$ cat config.mk
export PLATFORM = sky130hd
export DESIGN_NAME = dsrc_top
export DESIGN_NICKNAME = d
export VERILOG_FILES = /design/src/rtl/dsrc_sync2.v /design/src/rtl/dsrc_slow_tick.v /design/src/rtl/dsrc_top.v
export VERILOG_INCLUDE_DIRS = /design/src /design/src/rtl
export SDC_FILE = /design/constraint.sdc
export NUM_CORES = 1
export LEC_CHECK = 0
export BUFFER_PORTS_ARGS = -buffer_cell sky130_fd_sc_hd__buf_2
export CORE_MARGIN = 4
export CORE_UTILIZATION = 30
export CTS_BUF_LIST = sky130_fd_sc_hd__clkbuf_8
export CTS_CLUSTER_DIAMETER = 200
export DETAILED_ROUTE_END_ITERATION = 6
export SYNTH_ARGS = -nofsm -noshare
export SYNTH_HDL_FRONTEND = slang
export SYNTH_HIERARCHICAL = 1
export SYNTH_SLANG_ARGS = --single-unit
$ cat constraint.sdc
create_clock -name clk_i -period 2 [get_ports clk_i]
set_input_delay 0.3 -clock clk_i [delete_from_list [all_inputs] [get_ports clk_i]]
set_output_delay 0.3 -clock clk_i [all_outputs]
set_load 0.01 [all_outputs]
$ cat src/rtl/dsrc_consts.vh
// Constants for the deep sleep retention control register block.
// Behaviour
// - Register at offset 10h, reset 0011h.
// - Bits 15-6 and 3-1 read zero.
// - Mode bit 0 means hardware runs switch.
// - Mode bit 1 means software runs switch.
// - Automatic mode: connect bit shows switch, ignores writes.
// - Manual mode: connect bit written, 1 connects.
// - Connect bit resets to one, switch connected.
// - Disconnected domain clocked no faster than 40 kHz.
// - Lock set holds pin and retention configuration.
// - Lock cleared only by software; power cycle sets it.
// - Lock reset only by supervisor or brownout reset.
// - Lock zero unlocks and restores configuration defaults.
`ifndef DSRC_CONSTS_VH
`define DSRC_CONSTS_VH
`define DSRC_CTRL_ADDR 8'h10
`define DSRC_CTRL_RESET 16'h0011
`define DSRC_CTRL_MASK 16'h0031
`define DSRC_MODE_BIT 5
`define DSRC_CONNECT_BIT 4
`define DSRC_LOCK_BIT 0
`define DSRC_SLOW_CLK_HZ 40000
`define DSRC_SYS_CLK_HZ 125000000
`define DSRC_SLOW_DIV ((`DSRC_SYS_CLK_HZ + `DSRC_SLOW_CLK_HZ - 1) / `DSRC_SLOW_CLK_HZ)
`define DSRC_SLOW_DIV_W 12
`endif

$ cat src/rtl/dsrc_sync2.v
// Two-flop synchroniser for a level from outside the clock domain.
`timescale 1ns/1ps
module dsrc_sync2 (
   input wire clk_i,
   input wire rst_i,
   input wire d_i,
   output wire q_o
);
   reg meta_ff;
   reg sync_ff;
   always @(posedge clk_i) begin
      if (rst_i) begin
         meta_ff <= 1'b0;
         sync_ff <= 1'b0;
      end else begin
         meta_ff <= d_i;
         sync_ff <= meta_ff;
      end
   end
   assign q_o = sync_ff;
endmodule

$ cat src/rtl/dsrc_slow_tick.v
// Divider that gives a one-cycle tick no faster than the slow domain limit.
`timescale 1ns/1ps
`include "dsrc_consts.vh"
module dsrc_slow_tick (
   input wire clk_i,
   input wire rst_i,
   output wire tick_o
);
   localparam integer LAST_I = `DSRC_SLOW_DIV - 1;
   localparam [11:0] LAST = LAST_I[11:0];
   reg [11:0] cnt_ff;
   always @(posedge clk_i) begin
      if (rst_i || cnt_ff == LAST) begin
         cnt_ff <= 12'h000;
      end else begin
         cnt_ff <= cnt_ff + 12'h001;
      end
   end
   assign tick_o = (cnt_ff == LAST);
endmodule

$ cat src/rtl/dsrc_top.v
// Deep sleep retention control register with Wishbone slave.
`timescale 1ns/1ps
`include "dsrc_consts.vh"
module dsrc_top (
   input wire clk_i,
   input wire rst_i,
   input wire por_i,
   input wire wb_cyc_i,
   input wire wb_stb_i,
   input wire wb_we_i,
   input wire [7:0] wb_adr_i,
   input wire [1:0] wb_sel_i,
   input wire [15:0] wb_dat_i,
   output reg [15:0] wb_dat_o,
   output reg wb_ack_o,
   output wire wb_err_o,
   input wire auto_switch_req_i,
   output wire switch_connect_o,
   output wire config_lock_o,
   output wire config_defaults_o,
   output wire domain_clk_en_o
);
   // The power-cycle reset arrives from the supply monitor, asynchronously.
   wire por_sync;
   wire auto_req_sync;
   wire slow_tick;
   reg mode_ff;
   reg connect_ff;
   reg lock_ff;
   reg auto_sw_ff;
   reg nxt_mode;
   reg nxt_connect;
   reg nxt_lock;
   reg nxt_auto_sw;
   wire req;
   wire hit;
   wire wr;
   wire lo_en;

   dsrc_sync2 u_por_sync (
      .clk_i(clk_i),
      .rst_i(1'b0),
      .d_i(por_i),
      .q_o(por_sync)
   );

   // Left out of the system reset so the live request is not masked after reset.
   dsrc_sync2 u_req_sync (
      .clk_i(clk_i),
      .rst_i(1'b0),
      .d_i(auto_switch_req_i),
      .q_o(auto_req_sync)
   );

   dsrc_slow_tick u_tick (
      .clk_i(clk_i),
      .rst_i(rst_i),
      .tick_o(slow_tick)
   );

   assign req = wb_cyc_i && wb_stb_i && !wb_ack_o;
   assign hit = (wb_adr_i == `DSRC_CTRL_ADDR);
   // A write lands at the edge where the master sees the acknowledge.
   assign wr = wb_cyc_i && wb_stb_i && wb_ack_o && hit && wb_we_i;
   assign lo_en = wb_sel_i[0];
   assign wb_err_o = 1'b0;

   always @* begin
      nxt_mode = mode_ff;
      nxt_connect = connect_ff;
      nxt_lock = lock_ff;
      nxt_auto_sw = auto_req_sync;
      // Only bits 5, 4 and 0 are stored; the rest of the write is dropped.
      if (wr && lo_en) begin
         nxt_mode = wb_dat_i[`DSRC_MODE_BIT];
         if (wb_dat_i[`DSRC_MODE_BIT]) begin
            nxt_connect = wb_dat_i[`DSRC_CONNECT_BIT];
         end
         nxt_lock = wb_dat_i[`DSRC_LOCK_BIT];
      end
   end

   // Mode and connect follow the system reset; the lock only the power cycle.
   always @(posedge clk_i) begin
      if (rst_i) begin
         mode_ff <= 1'b0;
         connect_ff <= 1'b1;
         auto_sw_ff <= 1'b1;
      end else begin
         mode_ff <= nxt_mode;
         connect_ff <= nxt_connect;
         auto_sw_ff <= nxt_auto_sw;
      end
   end

   always @(posedge clk_i) begin
      if (por_sync) begin
         lock_ff <= 1'b1;
      end else begin
         lock_ff <= nxt_lock;
      end
   end

   // In automatic mode the switch is the hardware request, kept connected at reset.
   assign switch_connect_o = mode_ff ? connect_ff : auto_sw_ff;
   assign config_lock_o = lock_ff;
   assign config_defaults_o = !lock_ff;
   assign domain_clk_en_o = switch_connect_o ? 1'b1 : slow_tick;

   always @(posedge clk_i) begin
      if (rst_i) begin
         wb_ack_o <= 1'b0;
         wb_dat_o <= 16'h0000;
      end else begin
         wb_ack_o <= req;
         wb_dat_o <= 16'h0000;
         if (req && !wb_we_i && hit) begin
            // Automatic mode reads back the live switch state.
            wb_dat_o <= {10'h000, mode_ff, switch_connect_o, 3'h0, lock_ff};
         end
      end
   end
endmodule

==> results.md <==
- Synth Area in Adders: 2.23%
- Max-slew headroom: 67.1%
- Power Total: 0.000995 W
- Final Cycle Share: 94.5%
- Worst EP arrival: 1590 ps
- # port buffers: 26
- DPL Wire Length: 1650 um
- Syn. warnings: 6
- Inst Count DP: 194
- Clock network fraction of design power: 41.9%
- Placer congestion estimate: 0.810
- DR DRC count: 0
- Status: complete, no violations
- Worst reg-to-reg path cell count: 4
- #FFs+latches synth: 24
- Syn-to-layout area delta: 21.5%
- Layout cells sized above 1: 27.6%
- Initial antenna violation count: 0
- Die X: 69.1 um
- Actual slew at the worst max-slew pin: 489 ps
- Skew-Pair Late Insertion Delay: 260 ps
- Number of global-route vias before repair: 854
- TritonCTS clock tree: done
- Core ar.: 3470 um^2
- Gate power share: 8.1%
- Initial Util: 32.3%
- Clk Tree Root Cell: clkbuf_8
- Final Core Density: 39.3%
- Worst Skew: 2.92 ps
- Hold Crit Depth: 2
- Die H: 69.1 um
- Yosys cell types: 32
- Clock sink count: 24
- Hold Path Class: input pin to register
- Die area: 4780 um^2
- Post-Route WL: 2050 um
- Worst Path Required: 1700 ps
- Via count: 890
- CTS Buffer Depth: 2
- Drt pass-1 iters: 4
- Xor and xnor area share after synthesis: 2.34%
- Drt wl/cell: 10.4 um
- FP Rows: 21
- Cell Count, Final, Fillers Out: 198
- Sw Share: 20.4%
- Final-report hold violation count: 0
- Compound-gate portion of the synthesized area: 9.93%
- Switching pwr: 0.000203 W
- Internal power: 0.000793 W
- IO Pins: 55
- Antenna diode count: 0
- Vias/cell: 4.49
- TritonCTS buffer count: 3
- Critical path type: register to output pin
- Final setup violation count: 0
- Nets: 188
- Initial DRC Count: 13
- Syn avg cell area: 9.42 um^2
- Synth Instances: 119
- Largest net degree at the start of global routing: 15
- Mapped cell area: 1120 um^2
- CTS clk-pin slew, worst paths: 80 ps
- Mux cell area share after synthesis: 2.68%
- Main combinational cell family by area after synthesis: simple AND/OR/NAND/NOR gates
- Register share of total power: 50.0%
- CP max FO: 5
- Slew Limit Fails: 0
- Fmax: 529 MHz
- Maximum capacitance violations: 0
- Post-CTS Hold Fix Bufs: 0
- Total Neg Setup Slack: 0 ps
- Seq/Total Area, Yosys: 42.9%
- Crit end category: output pin
- Remaining antenna violation count: 0
- Leak: 0.576 nW
- Pwr Density: 730 nW/um^2
- GR Overflow Total: 0
- First-pass GRT wire length: 3390 um
- Startpoint types: register
- Worst vdd ir: 0.415 mV
- CTS H-Tree Depth: 1
- Total GRT Usage: 8.46%
- RSZ-0062 raised after global routing: false
- Post-Synth Simple-Gate Area: 26.9%
- Crit path time final: 1890 ps
worst paths after layout:
path	start	endpoint	slack, ps
hold reg to reg	u_req_sync/q_o	auto_sw_ff	420
setup / recovery	u_tick/cnt_ff[2]	domain_clk_en_o	110
hold / removal	auto_switch_req_i	u_req_sync/meta_ff	240
setup reg to reg	u_tick/cnt_ff[2]	u_tick/cnt_ff[7]	370
critical path, cell delays in order (launching register included):
cell      delay, ps
dfxtp_1         440
nand4b_1        270
nor4_4          340
nand2b_4        160
buf_2           130
layer usage:
metal	vias to the layer above	track usage [%]	share of wire, %
met5	-	0	0
met4	0	4.56	1.0
met3	4	2.33	6.8
met2	32	14.7	49
met1	404	9.23	43
li1	450	-	-
through the flow:
stage | instance area, um^2 | hold slack (ps) | worst slack (ps)
CTS | 1340 | 238 | 15.9
detailed placement | 1260 | 400 | 239
finish | 1360 | 241 | 110
global route | 1360 | 263 | 7.50
global placement | 1260 | 403 | 267
floorplan | 1180 | 386 | 386
cells in the mapped netlist (all sizes together):
cell type / instances / area, um^2
nor2b: 4 / 25.0
buf: 15 / 116
o31ai: 3 / 22.5
nor4: 2 / 12.5
or4b: 1 / 13.8
or4: 5 / 45.0
nor4b: 1 / 8.76
a21oi: 7 / 35.0
conb: 1 / 3.75
nor4bb: 1 / 10.0
nand2b: 2 / 12.5
or2: 1 / 6.26
nand4: 4 / 25.0
nand3: 5 / 30.0
nor2: 9 / 33.8
dfxtp: 24 / 480
xor2: 1 / 8.76
nand4b: 1 / 8.76
or2b: 1 / 8.76
mux2i: 3 / 30.0
o22ai: 1 / 6.26
and2: 3 / 18.8
o41ai: 1 / 27.5
o21ai: 4 / 20.0
nand2: 3 / 11.3
or3: 5 / 31.3
ha: 2 / 25.0
xnor2: 2 / 17.5
inv: 7 / 26.3
sequential cells by signal, indices dropped and copies added, names as in the netlist:
name / flops
config_lock_o: 1
u_tick/cnt_ff: 12
u_por_sync/meta_ff: 1
connect_ff: 1
auto_sw_ff: 1
u_req_sync/meta_ff: 1
u_req_sync/q_o: 1
u_por_sync/q_o: 1
wb_dat_o: 3
wb_ack_o: 1
mode_ff: 1
logic make-up after synthesis:
family,count (synthesis)
compound gates,16
xor+xnor,3
fa+ha+maj,2
buf+inv,22
flops,24
mux,3
other cells,1
simple gates,48
what timing repair did:
action                                  in CTS  in global routing
endpoints found under the setup margin       0                  1
buffers inserted                             0                  0
hold endpoints to repair                     0                  0
resized for setup                            0                  6
power by group through the flow:
stage	clock, W	combinational [W]	sequential [W]
2_1_floorplan	0	0.0000672	0.000507
3_3_place_gp	0	0.0000730	0.000508
3_5_place_dp	0	0.0000751	0.000508
4_1_cts	0.000434	0.0000756	0.000497
5_1_grt	0.000448	0.0000895	0.000500
6_report	0.000417	0.0000806	0.000498
cell type report:
cell class / count / area [um^2]
timing repair buffer: 27 / 138
sequential: 24 / 483
fill: 359 / 2110
clock buffer: 3 / 41.3
tap: 46 / 57.6
inverter: 7 / 26.3
clock inverter: 1 / 30.0
multi-input combinational: 90 / 587
layout by cell type, fill, tap and decap left out, types with 2 or more instances in the layout:
cell      instances
a21oi_1           7
and2_1            3
buf_2            26
clkbuf_8          3
conb_1           18
dfxtp_1          22
dfxtp_2           2
ha_1              2
inv_1             7
mux2i_1           3
nand2_1           3
nand3_1           4
nand4_1           4
nor2_1            9
nor2b_1           4
o21ai_0           4
o31ai_1           3
or3_1             5
or4_1             3
or4_4             2
xnor2_1           2
Power figures use the tool's default switching activity.
